`src/rtl/irq_delivery_pkg.sv`:
```
package irq_delivery_pkg;

   // ******************************************************
   // Internal register indices
   // ******************************************************
   localparam logic [9:0] IDX_INTERRUPT_SUMMARY           = 10'h100;
   localparam logic [9:0] IDX_SOFTWARE_INTERRUPT_REQUEST  = 10'h108;
   localparam logic [9:0] IDX_ASYNC_TRAP_REQUEST          = 10'h109;
   localparam logic [9:0] IDX_ASYNC_TRAP_ENABLE           = 10'h10A;
   localparam logic [9:0] IDX_EXCEPTION_RESTART_ADDRESS   = 10'h10B;
   localparam logic [9:0] IDX_CURRENT_PRIORITY_LEVEL      = 10'h110;
   localparam logic [9:0] IDX_INTERRUPT_IDENTIFICATION    = 10'h111;
   localparam logic [9:0] IDX_HARDWARE_INTERRUPT_CLEAR    = 10'h115;
   localparam logic [9:0] IDX_FETCH_UNIT_CONTROL_STATUS   = 10'h118;

   // ******************************************************
   // Field positions
   // ******************************************************
   localparam int SWI_LSB          = 1;
   localparam int SWI_COUNT        = 15;
   localparam int AST_MODES        = 4;
   localparam int EXT_PINS         = 4;
   localparam int FETCH_UNIT_CONTROL_STATUS_MASK_LSB    = 0;
   localparam int CLR_CORR_BIT     = 0;
   localparam int CLR_PERF_BIT     = 1;
   localparam int SUM_HALT_BIT     = 32;
   localparam int SUM_SERIAL_BIT   = 33;
   localparam int SUM_AST_LSB      = 36;
   localparam int EXC_MODE_BIT     = 0;
   localparam int CFG_SYNC_CYCLES  = 2;

   // ******************************************************
   // Target priority levels
   // ******************************************************
   localparam logic [4:0] LVL_AST        = 5'h02;
   localparam logic [4:0] LVL_EXT_BASE   = 5'h14;
   localparam logic [4:0] LVL_PERF       = 5'h1D;
   localparam logic [4:0] LVL_POWERFAIL  = 5'h1E;
   localparam logic [4:0] LVL_MCHECK     = 5'h1F;

   // ******************************************************
   // Reset values
   // ******************************************************
   localparam logic [4:0]  RST_PRIORITY_LEVEL = 5'h1F;
   localparam logic [3:0]  RST_EXT_MASK       = 4'h0;
   localparam logic [63:0] RST_RESTART_ADDR   = 64'h0;
   localparam logic        RST_PRIV_MODE      = 1'b1;

   typedef enum logic [2:0] {
      ST_IDLE  = 3'b001,
      ST_DRAIN = 3'b010,
      ST_TAKE  = 3'b100
   } deliver_state_t;

endpackage : irq_delivery_pkg

```
`src/rtl/interrupt_priority_delivery.sv`:
```
`timescale 1ns/100ps
// Notes on behaviour
// - External interrupt pins 0..3 are captured as clock ratio and delay configuration at reset.
// - Except halt and serial line requests, a source is enabled only when current level is below its target level.
// - Fifteen software requests, request n has target level n.
// - Pending async trap for current or more privileged mode requests level 2.
// - Machine check pin and correctable error pending share target level 31.
// - External pins 0..3 map to levels 20..23, each individually maskable.
// - Delivery happens only outside privileged library code; others wait.
// - Pipeline is fully drained before vectoring, acting as a trap barrier.
// - Taking an interrupt saves restart address and enters privileged library mode.
// - Cause is readable in identification and summary registers.
// - Pin requests are level sensitive; perf counter and correctable error events stay pending until cleared.
// - Interrupt registers are reached only by privileged move instructions, by index.
module interrupt_priority_delivery
(
   input  wire logic        clk,
   input  wire logic        reset_n,
   input  wire logic [3:0]  ext_irq,
   input  wire logic        powerfail_irq,
   input  wire logic        machine_check_irq,
   input  wire logic        halt_irq,
   input  wire logic        perf_counter_event,
   input  wire logic        correctable_error_event,
   input  wire logic        serial_line_irq,
   input  wire logic [1:0]  current_mode,
   input  wire logic        pipe_drained,
   input  wire logic [63:0] restart_pc,
   input  wire logic        library_return,
   input  wire logic        move_to_internal_register,
   input  wire logic        move_from_internal_register,
   input  wire logic [9:0]  register_index,
   input  wire logic [63:0] write_data,
   output logic [63:0]      read_data,
   output logic             drain_request,
   output logic             interrupt_taken,
   output logic             privileged_library_mode,
   output logic [3:0]       clock_config,
   output logic             clock_config_valid
);
   import irq_delivery_pkg::*;

   // ******************************************************
   // Helpers
   // ******************************************************
   function automatic logic [4:0] highest_level(input logic [31:0] vec);
      logic [4:0] lvl = 5'h00;
      for (int i = 1; i < 32; i++)
         if (vec[i])
            lvl = 5'(i);
      return lvl;
   endfunction : highest_level

   function automatic logic [31:0] above_level(input logic [4:0] priority_level);
      logic [31:0] m = 32'h0;
      for (int i = 0; i < 32; i++)
         m[i] = (5'(i) > priority_level);
      return m;
   endfunction : above_level

   // ******************************************************
   // Pin synchronisers and configuration capture
   // ******************************************************
   logic [7:0] pin_meta;
   logic [7:0] pin_sync;

   always_ff @(posedge clk or negedge reset_n)
   begin
      if (!reset_n)
      begin
         pin_meta <= 8'h00;
         pin_sync <= 8'h00;
      end
      else
      begin
         pin_meta <= {halt_irq, machine_check_irq, powerfail_irq, 1'b0, ext_irq};
         pin_sync <= pin_meta;
      end
   end

   wire logic [3:0] ext_lvl  = pin_sync[3:0];
   wire logic       pf_lvl   = pin_sync[5];
   wire logic       mc_lvl   = pin_sync[6];
   wire logic       halt_lvl = pin_sync[7];
   logic [1:0]      cfg_count;

   // Capture waits for the synchroniser to fill, so no pin is read raw
   always_ff @(posedge clk or negedge reset_n)
   begin
      if (!reset_n)
      begin
         cfg_count          <= 2'h0;
         clock_config       <= 4'h0;
         clock_config_valid <= 1'b0;
      end
      else if (!clock_config_valid)
      begin
         cfg_count <= cfg_count + 2'h1;
         if (cfg_count == 2'(CFG_SYNC_CYCLES))
         begin
            clock_config       <= ext_lvl;
            clock_config_valid <= 1'b1;
         end
      end
   end

   // ******************************************************
   // Software visible state
   // ******************************************************
   logic [SWI_COUNT:1]   swi_req;
   logic [3:0]           ast_req;
   logic [3:0]           ast_en;
   logic [63:0]          restart_addr;
   logic [4:0]           priority_level;
   logic [3:0]           ext_mask;
   logic                 corr_pending;
   logic                 perf_pending;
   deliver_state_t       state;

   wire logic wr_ok = move_to_internal_register && privileged_library_mode;
   wire logic rd_ok = move_from_internal_register && privileged_library_mode;

   always_ff @(posedge clk or negedge reset_n)
   begin
      if (!reset_n)
      begin
         swi_req  <= '0;
         ast_req  <= 4'h0;
         ast_en   <= 4'h0;
         priority_level      <= RST_PRIORITY_LEVEL;
         ext_mask <= RST_EXT_MASK;
      end
      else if (wr_ok)
      begin
         case (register_index)
            IDX_SOFTWARE_INTERRUPT_REQUEST: swi_req  <= write_data[SWI_COUNT:SWI_LSB];
            IDX_ASYNC_TRAP_REQUEST:         ast_req  <= write_data[AST_MODES-1:0];
            IDX_ASYNC_TRAP_ENABLE:          ast_en   <= write_data[AST_MODES-1:0];
            IDX_CURRENT_PRIORITY_LEVEL:     priority_level      <= write_data[4:0];
            IDX_FETCH_UNIT_CONTROL_STATUS:  ext_mask <= write_data[FETCH_UNIT_CONTROL_STATUS_MASK_LSB+:EXT_PINS];
            default:                        ;
         endcase
      end
   end

   // Hardware events win over a clear in the same cycle
   wire logic clr_wr = wr_ok && (register_index == IDX_HARDWARE_INTERRUPT_CLEAR);

   always_ff @(posedge clk or negedge reset_n)
   begin
      if (!reset_n)
      begin
         corr_pending <= 1'b0;
         perf_pending <= 1'b0;
      end
      else
      begin
         if (correctable_error_event)
            corr_pending <= 1'b1;
         else if (clr_wr && write_data[CLR_CORR_BIT])
            corr_pending <= 1'b0;
         if (perf_counter_event)
            perf_pending <= 1'b1;
         else if (clr_wr && write_data[CLR_PERF_BIT])
            perf_pending <= 1'b0;
      end
   end

   // ******************************************************
   // Priority evaluation
   // ******************************************************
   logic        ast_pending;
   logic [31:0] level_req;
   logic [31:0] level_enabled;
   logic        unmaskable_req;
   logic        deliverable;
   logic [4:0]  ident;

   always_comb
   begin
      ast_pending = 1'b0;
      level_req   = 32'h0;
      // Mode 0 is most privileged, so modes up to the current one count
      for (int m = 0; m < AST_MODES; m++)
         if ((2'(m) <= current_mode) && ast_req[m] && ast_en[m])
            ast_pending = 1'b1;
      level_req[SWI_COUNT:SWI_LSB] = swi_req;
      if (ast_pending)
         level_req[LVL_AST] = 1'b1;
      for (int p = 0; p < EXT_PINS; p++)
         if (ext_lvl[p] && !ext_mask[p])
            level_req[LVL_EXT_BASE + 5'(p)] = 1'b1;
      if (perf_pending)
         level_req[LVL_PERF] = 1'b1;
      if (pf_lvl)
         level_req[LVL_POWERFAIL] = 1'b1;
      if (mc_lvl || corr_pending)
         level_req[LVL_MCHECK] = 1'b1;
   end

   assign level_enabled  = level_req & above_level(priority_level);
   assign unmaskable_req = halt_lvl || serial_line_irq;
   assign deliverable    = (|level_enabled) || unmaskable_req;
   assign ident          = highest_level(level_enabled);

   // ******************************************************
   // Delivery sequence
   // ******************************************************
   // A request withdrawn mid-drain is still taken; the handler drops it as spurious
   always_ff @(posedge clk or negedge reset_n)
   begin
      if (!reset_n)
      begin
         state           <= ST_IDLE;
         drain_request   <= 1'b0;
         interrupt_taken <= 1'b0;
      end
      else
      begin
         interrupt_taken <= 1'b0;
         case (state)
            ST_IDLE:
               if (deliverable && !privileged_library_mode)
               begin
                  state         <= ST_DRAIN;
                  drain_request <= 1'b1;
               end
            ST_DRAIN:
               if (pipe_drained)
               begin
                  state           <= ST_TAKE;
                  drain_request   <= 1'b0;
                  interrupt_taken <= 1'b1;
               end
            ST_TAKE:
               state <= ST_IDLE;
            default:
            begin
               state         <= ST_IDLE;
               drain_request <= 1'b0;
            end
         endcase
      end
   end

   wire logic take_now = (state == ST_DRAIN) && pipe_drained;

   // The hardware save outranks a software write in the same cycle
   always_ff @(posedge clk or negedge reset_n)
   begin
      if (!reset_n)
      begin
         restart_addr            <= RST_RESTART_ADDR;
         privileged_library_mode <= RST_PRIV_MODE;
      end
      else if (take_now)
      begin
         restart_addr            <= restart_pc;
         privileged_library_mode <= 1'b1;
      end
      else
      begin
         if (wr_ok && (register_index == IDX_EXCEPTION_RESTART_ADDRESS))
            restart_addr <= write_data;
         if (library_return)
            privileged_library_mode <= restart_addr[EXC_MODE_BIT];
      end
   end

   // ******************************************************
   // Register reads
   // ******************************************************
   logic [63:0] summary;
   logic [63:0] next_read_data;

   always_comb
   begin
      summary = 64'h0;
      summary[31:0] = level_req;
      summary[SUM_HALT_BIT]   = halt_lvl;
      summary[SUM_SERIAL_BIT] = serial_line_irq;
      summary[SUM_AST_LSB+:AST_MODES] = ast_req & ast_en;
   end

   always_comb
   begin
      next_read_data = 64'h0;
      case (register_index)
         IDX_INTERRUPT_SUMMARY:          next_read_data = summary;
         IDX_SOFTWARE_INTERRUPT_REQUEST: next_read_data[SWI_COUNT:SWI_LSB] = swi_req;
         IDX_ASYNC_TRAP_REQUEST:         next_read_data[AST_MODES-1:0] = ast_req;
         IDX_ASYNC_TRAP_ENABLE:          next_read_data[AST_MODES-1:0] = ast_en;
         IDX_EXCEPTION_RESTART_ADDRESS:  next_read_data = restart_addr;
         IDX_CURRENT_PRIORITY_LEVEL:     next_read_data[4:0] = priority_level;
         IDX_INTERRUPT_IDENTIFICATION:   next_read_data[4:0] = ident;
         IDX_FETCH_UNIT_CONTROL_STATUS:  next_read_data[FETCH_UNIT_CONTROL_STATUS_MASK_LSB+:EXT_PINS] = ext_mask;
         default:                        next_read_data = 64'h0;
      endcase
   end

   always_ff @(posedge clk or negedge reset_n)
   begin
      if (!reset_n)
         read_data <= 64'h0;
      else if (rd_ok)
         read_data <= next_read_data;
   end
endmodule : interrupt_priority_delivery

```
`config.mk`:
```
export PLATFORM = sky130hd
export DESIGN_NAME = interrupt_priority_delivery
export DESIGN_NICKNAME = d
export VERILOG_FILES = /design/src/rtl/irq_delivery_pkg.sv /design/src/rtl/interrupt_priority_delivery.sv
export SDC_FILE = /design/constraint.sdc
export NUM_CORES = 1
export LEC_CHECK = 0
export BUFFER_PORTS_ARGS = -buffer_cell sky130_fd_sc_hd__buf_2
export CAP_MARGIN = 5
export CELL_PAD_IN_SITES_DETAIL_PLACEMENT = 1
export CELL_PAD_IN_SITES_GLOBAL_PLACEMENT = 2
export CORE_MARGIN = 2
export CORE_UTILIZATION = 35
export CTS_CLUSTER_SIZE = 30
export DETAILED_ROUTE_END_ITERATION = 6
export PLACE_DENSITY = 0.83
export SLEW_MARGIN = 20
export SYNTH_ARGS = -nofsm -noshare
export SYNTH_HDL_FRONTEND = slang
export SYNTH_SLANG_ARGS = --single-unit
```
`constraint.sdc`:
```
create_clock -name clk -period 4.1 [get_ports clk]
set_input_delay 0 -clock clk [delete_from_list [all_inputs] [get_ports clk]]
set_output_delay 0 -clock clk [all_outputs]
set_load 0.02 [all_outputs]
```
==> results.tsv <==
metric	value	unit
setup_slack	933.4	ps
drtIter0Drc	374	
viasPerCell	5.029	
power.leakage	5.562	nW
layout_commonest_cell	buf_2	
clk_path_buf_depth	2	
synth-async-reset-ratio	100.0	%
peakVddDrop	247.2	uV
grt_pass1_wl	45260	um
synth_edf_count	0	
start_util	35.30	%
skew	15.31	ps
numClockSinks	189	
drt-total-wl	27980	um
slew_violations	0	
endpoint_kind	flop	
wl_per_cell	17.94	um
synth_fp_nets	1030	
placementRows	58	
grt_max_degree	115	
netlist_instances	873	
ant_nets	0	
whs	71.68	ps
synth_top_area_cell	dfrtp_1	
p_int	3.529	mW
syn_to_final_growth	39.29	%
finalCritPeriodShare	77.23	%
grt.met3_usage	4.686	%
p_clk_share	33.0	%
tritoncts	yes	
drc_errors	0	
die-height	162.7	um
syn_avg_cell_area	10.09	sq um
htreeDepth	4	
synth_area_leaders	dfrtp_1 52%, mux2i_1 8.1%, nand2_1 7.8%, o21ai_0 6.8%, mux2_2 4.6%	
synth_area	8812	sq um
dieArea	26460	sq um
clockRootBuffer	clkbuf_16	
crit_required	4360	ps
cp.arrival	3430	ps
clk_pin_slew	70	ps
cts_buffers	17	
fp.dieW	162.7	um
setup_violations	0	
io_pins	228	
drive_above_1_share	26.24	%
fmax	315.8	MHz
max-slew-margin-rel	36.66	%
rsz0062_at_grt	false	
numPortBuffers	227	
fp.coreArea	24960	sq um
pwr-share-comb	19.8	%
maxCapViolCount	0	
post_cts_resize_count	0	
p_sw	1.547	mW
nets	1371	
synth_ff_type	dfrtp_1	
grt_use_total	21.72	%
layout_common_cells	226 x buf_2, 182 x nand2_1, 182 x dfrtp_1	
yosysSeqAreaShare	53.77	%
power_density	413.5	nW/um^2
overflow	0	
clk_latency	440	ps
startpoint_type	flop	
tns	0	ps
grt_busiest_layer	met2	
synth_top_area_share	51.68	%
gp_congestion	0.8545	
hold_violations	0	
met2_usage	36.02	%
netSwitchingFraction	30.49	%
grt_pass1_vias	8493	
synth_warnings	0	
hold_class	in2reg	
yosys_register_bits	189	
path_class	reg2reg	
fin_crit	3167	ps
vias	7840	
tightest_slew	950.2	ps
place_ws	1259	ps
synth_cell_types	58	
met1_usage	28.72	%
antenna_found_initial	2	
seq_power_share	47.1	%
drt_pass1_iterations	4	
cp_max_fo	35	
dp_hpwl	18190	um
status	finished, final reports clean	
## registers in the layout, indices dropped and copies added (netlist names)
name                     count
pin_meta                     7
clock_config_valid           1
swi_req                     15
ast_req                      4
ext_mask                     4
priority_level               5
drain_request                1
state                        3
pin_sync                     7
read_data                   64
restart_addr                64
clock_config                 4
interrupt_taken              1
perf_pending                 1
ast_en                       4
corr_pending                 1
cfg_count                    2
privileged_library_mode      1
## kinds of logic (layout without fill, tap and decap cells)
logic type	Yosys count	count (layout)	share of synthesized area [%]
buffers and inverters	65	419	3.138
AOI/OAI and AO/OA	235	235	16.30
muxes	107	107	12.67
adders and majority gates	1	1	0.1420
other	0	2	0
and+or+nand+nor	275	275	13.89
DFF	189	189	53.77
xor gates and xnor gates	1	1	0.09941
## worst max-delay path, cell delays in order, from the launching register on
cell and delay (ps):
dfstp_2 370, nand2b_1 220, nor3b_2 310, buf_4 560, buf_4 590, mux2i_1 250, dlygate4sd3_1 560, o21ai_0 100
## per-stage QoR
stage / util [%] / power (mW) / std cells / instance area [sq um]
2_1_floorplan: - / 2.928 / 873 / 8812
3_3_place_gp: 40.93 / 3.215 / 1379 / 10220
3_5_place_dp: 40.93 / 3.270 / 1379 / 10220
4_1_cts: 49.14 / 5.125 / 1557 / 12270
5_1_grt: 49.17 / 5.379 / 1559 / 12270
6_report: 49.17 / 5.076 / 1559 / 12270
## repair_timing
item / in CTS / in global routing
hold buffers: 146 / 0
setup buffers: 0 / 0
hold endpoints to repair: 218 / 0
## path summary, 6_finish.rpt
path                                  startpoint                                  end  slack, ps  depth (start not counted)
setup / recovery            state[0]$_DFFE_PN1P_         restart_addr[33]$_DFFE_PN0P_        930                          7
hold / removal                 register_index[9]             read_data[0]$_DFFE_PN0P_         70                          5
setup reg to reg            state[0]$_DFFE_PN1P_         restart_addr[33]$_DFFE_PN0P_        930                          7
hold reg to reg            pin_meta[5]$_DFF_PN0_                pin_sync[5]$_DFF_PN0_        350                          0
max in group asynchronous                reset_n  privileged_library_mode$_DFFE_PN1P_       2820                          3
min in group asynchronous                reset_n            read_data[17]$_DFFE_PN0P_        270                          2
## power groups by stage
stage / Combinational, mW / Sequential (mW) / Clock (mW)
2_1_floorplan: 0.557 / 2.37 / 0
3_3_place_gp: 0.804 / 2.41 / 0
3_5_place_dp: 0.844 / 2.43 / 0
4_1_cts: 1.01 / 2.39 / 1.73
5_1_grt: 1.15 / 2.43 / 1.80
6_report: 1.01 / 2.39 / 1.68
## per-layer routing
metal / part of all wire [%] / vias up
li1: - / 3792
met5: 0 / -
met3: 5.0 / 28
met4: 1.6 / 0
met2: 49 / 168
met1: 45 / 3852
## area by class of cell
cell class,instances,area (sq um)
Antenna cell,2,5.005
Sequential cell,189,4738
Tap cell,330,412.9
Timing Repair Buffer,380,2671
Multi-Input combinational cell,619,3834
Fill cell,2907,12690
Clock buffer,19,442.9
Inverter,7,26.28
Clock inverter,13,143.9
## Yosys cell counts (all sizes together) (10+ instances only)
master / number
nand2: 183
a21oi: 10
nor2: 21
nand2b: 12
nor2b: 10
buf: 16
mux2i: 71
o21ai: 139
a22oi: 21
dfrtp: 182
mux2: 36
clkbuf: 42
nand3: 13
No activity file was read; power rests on OpenSTA's default activity.
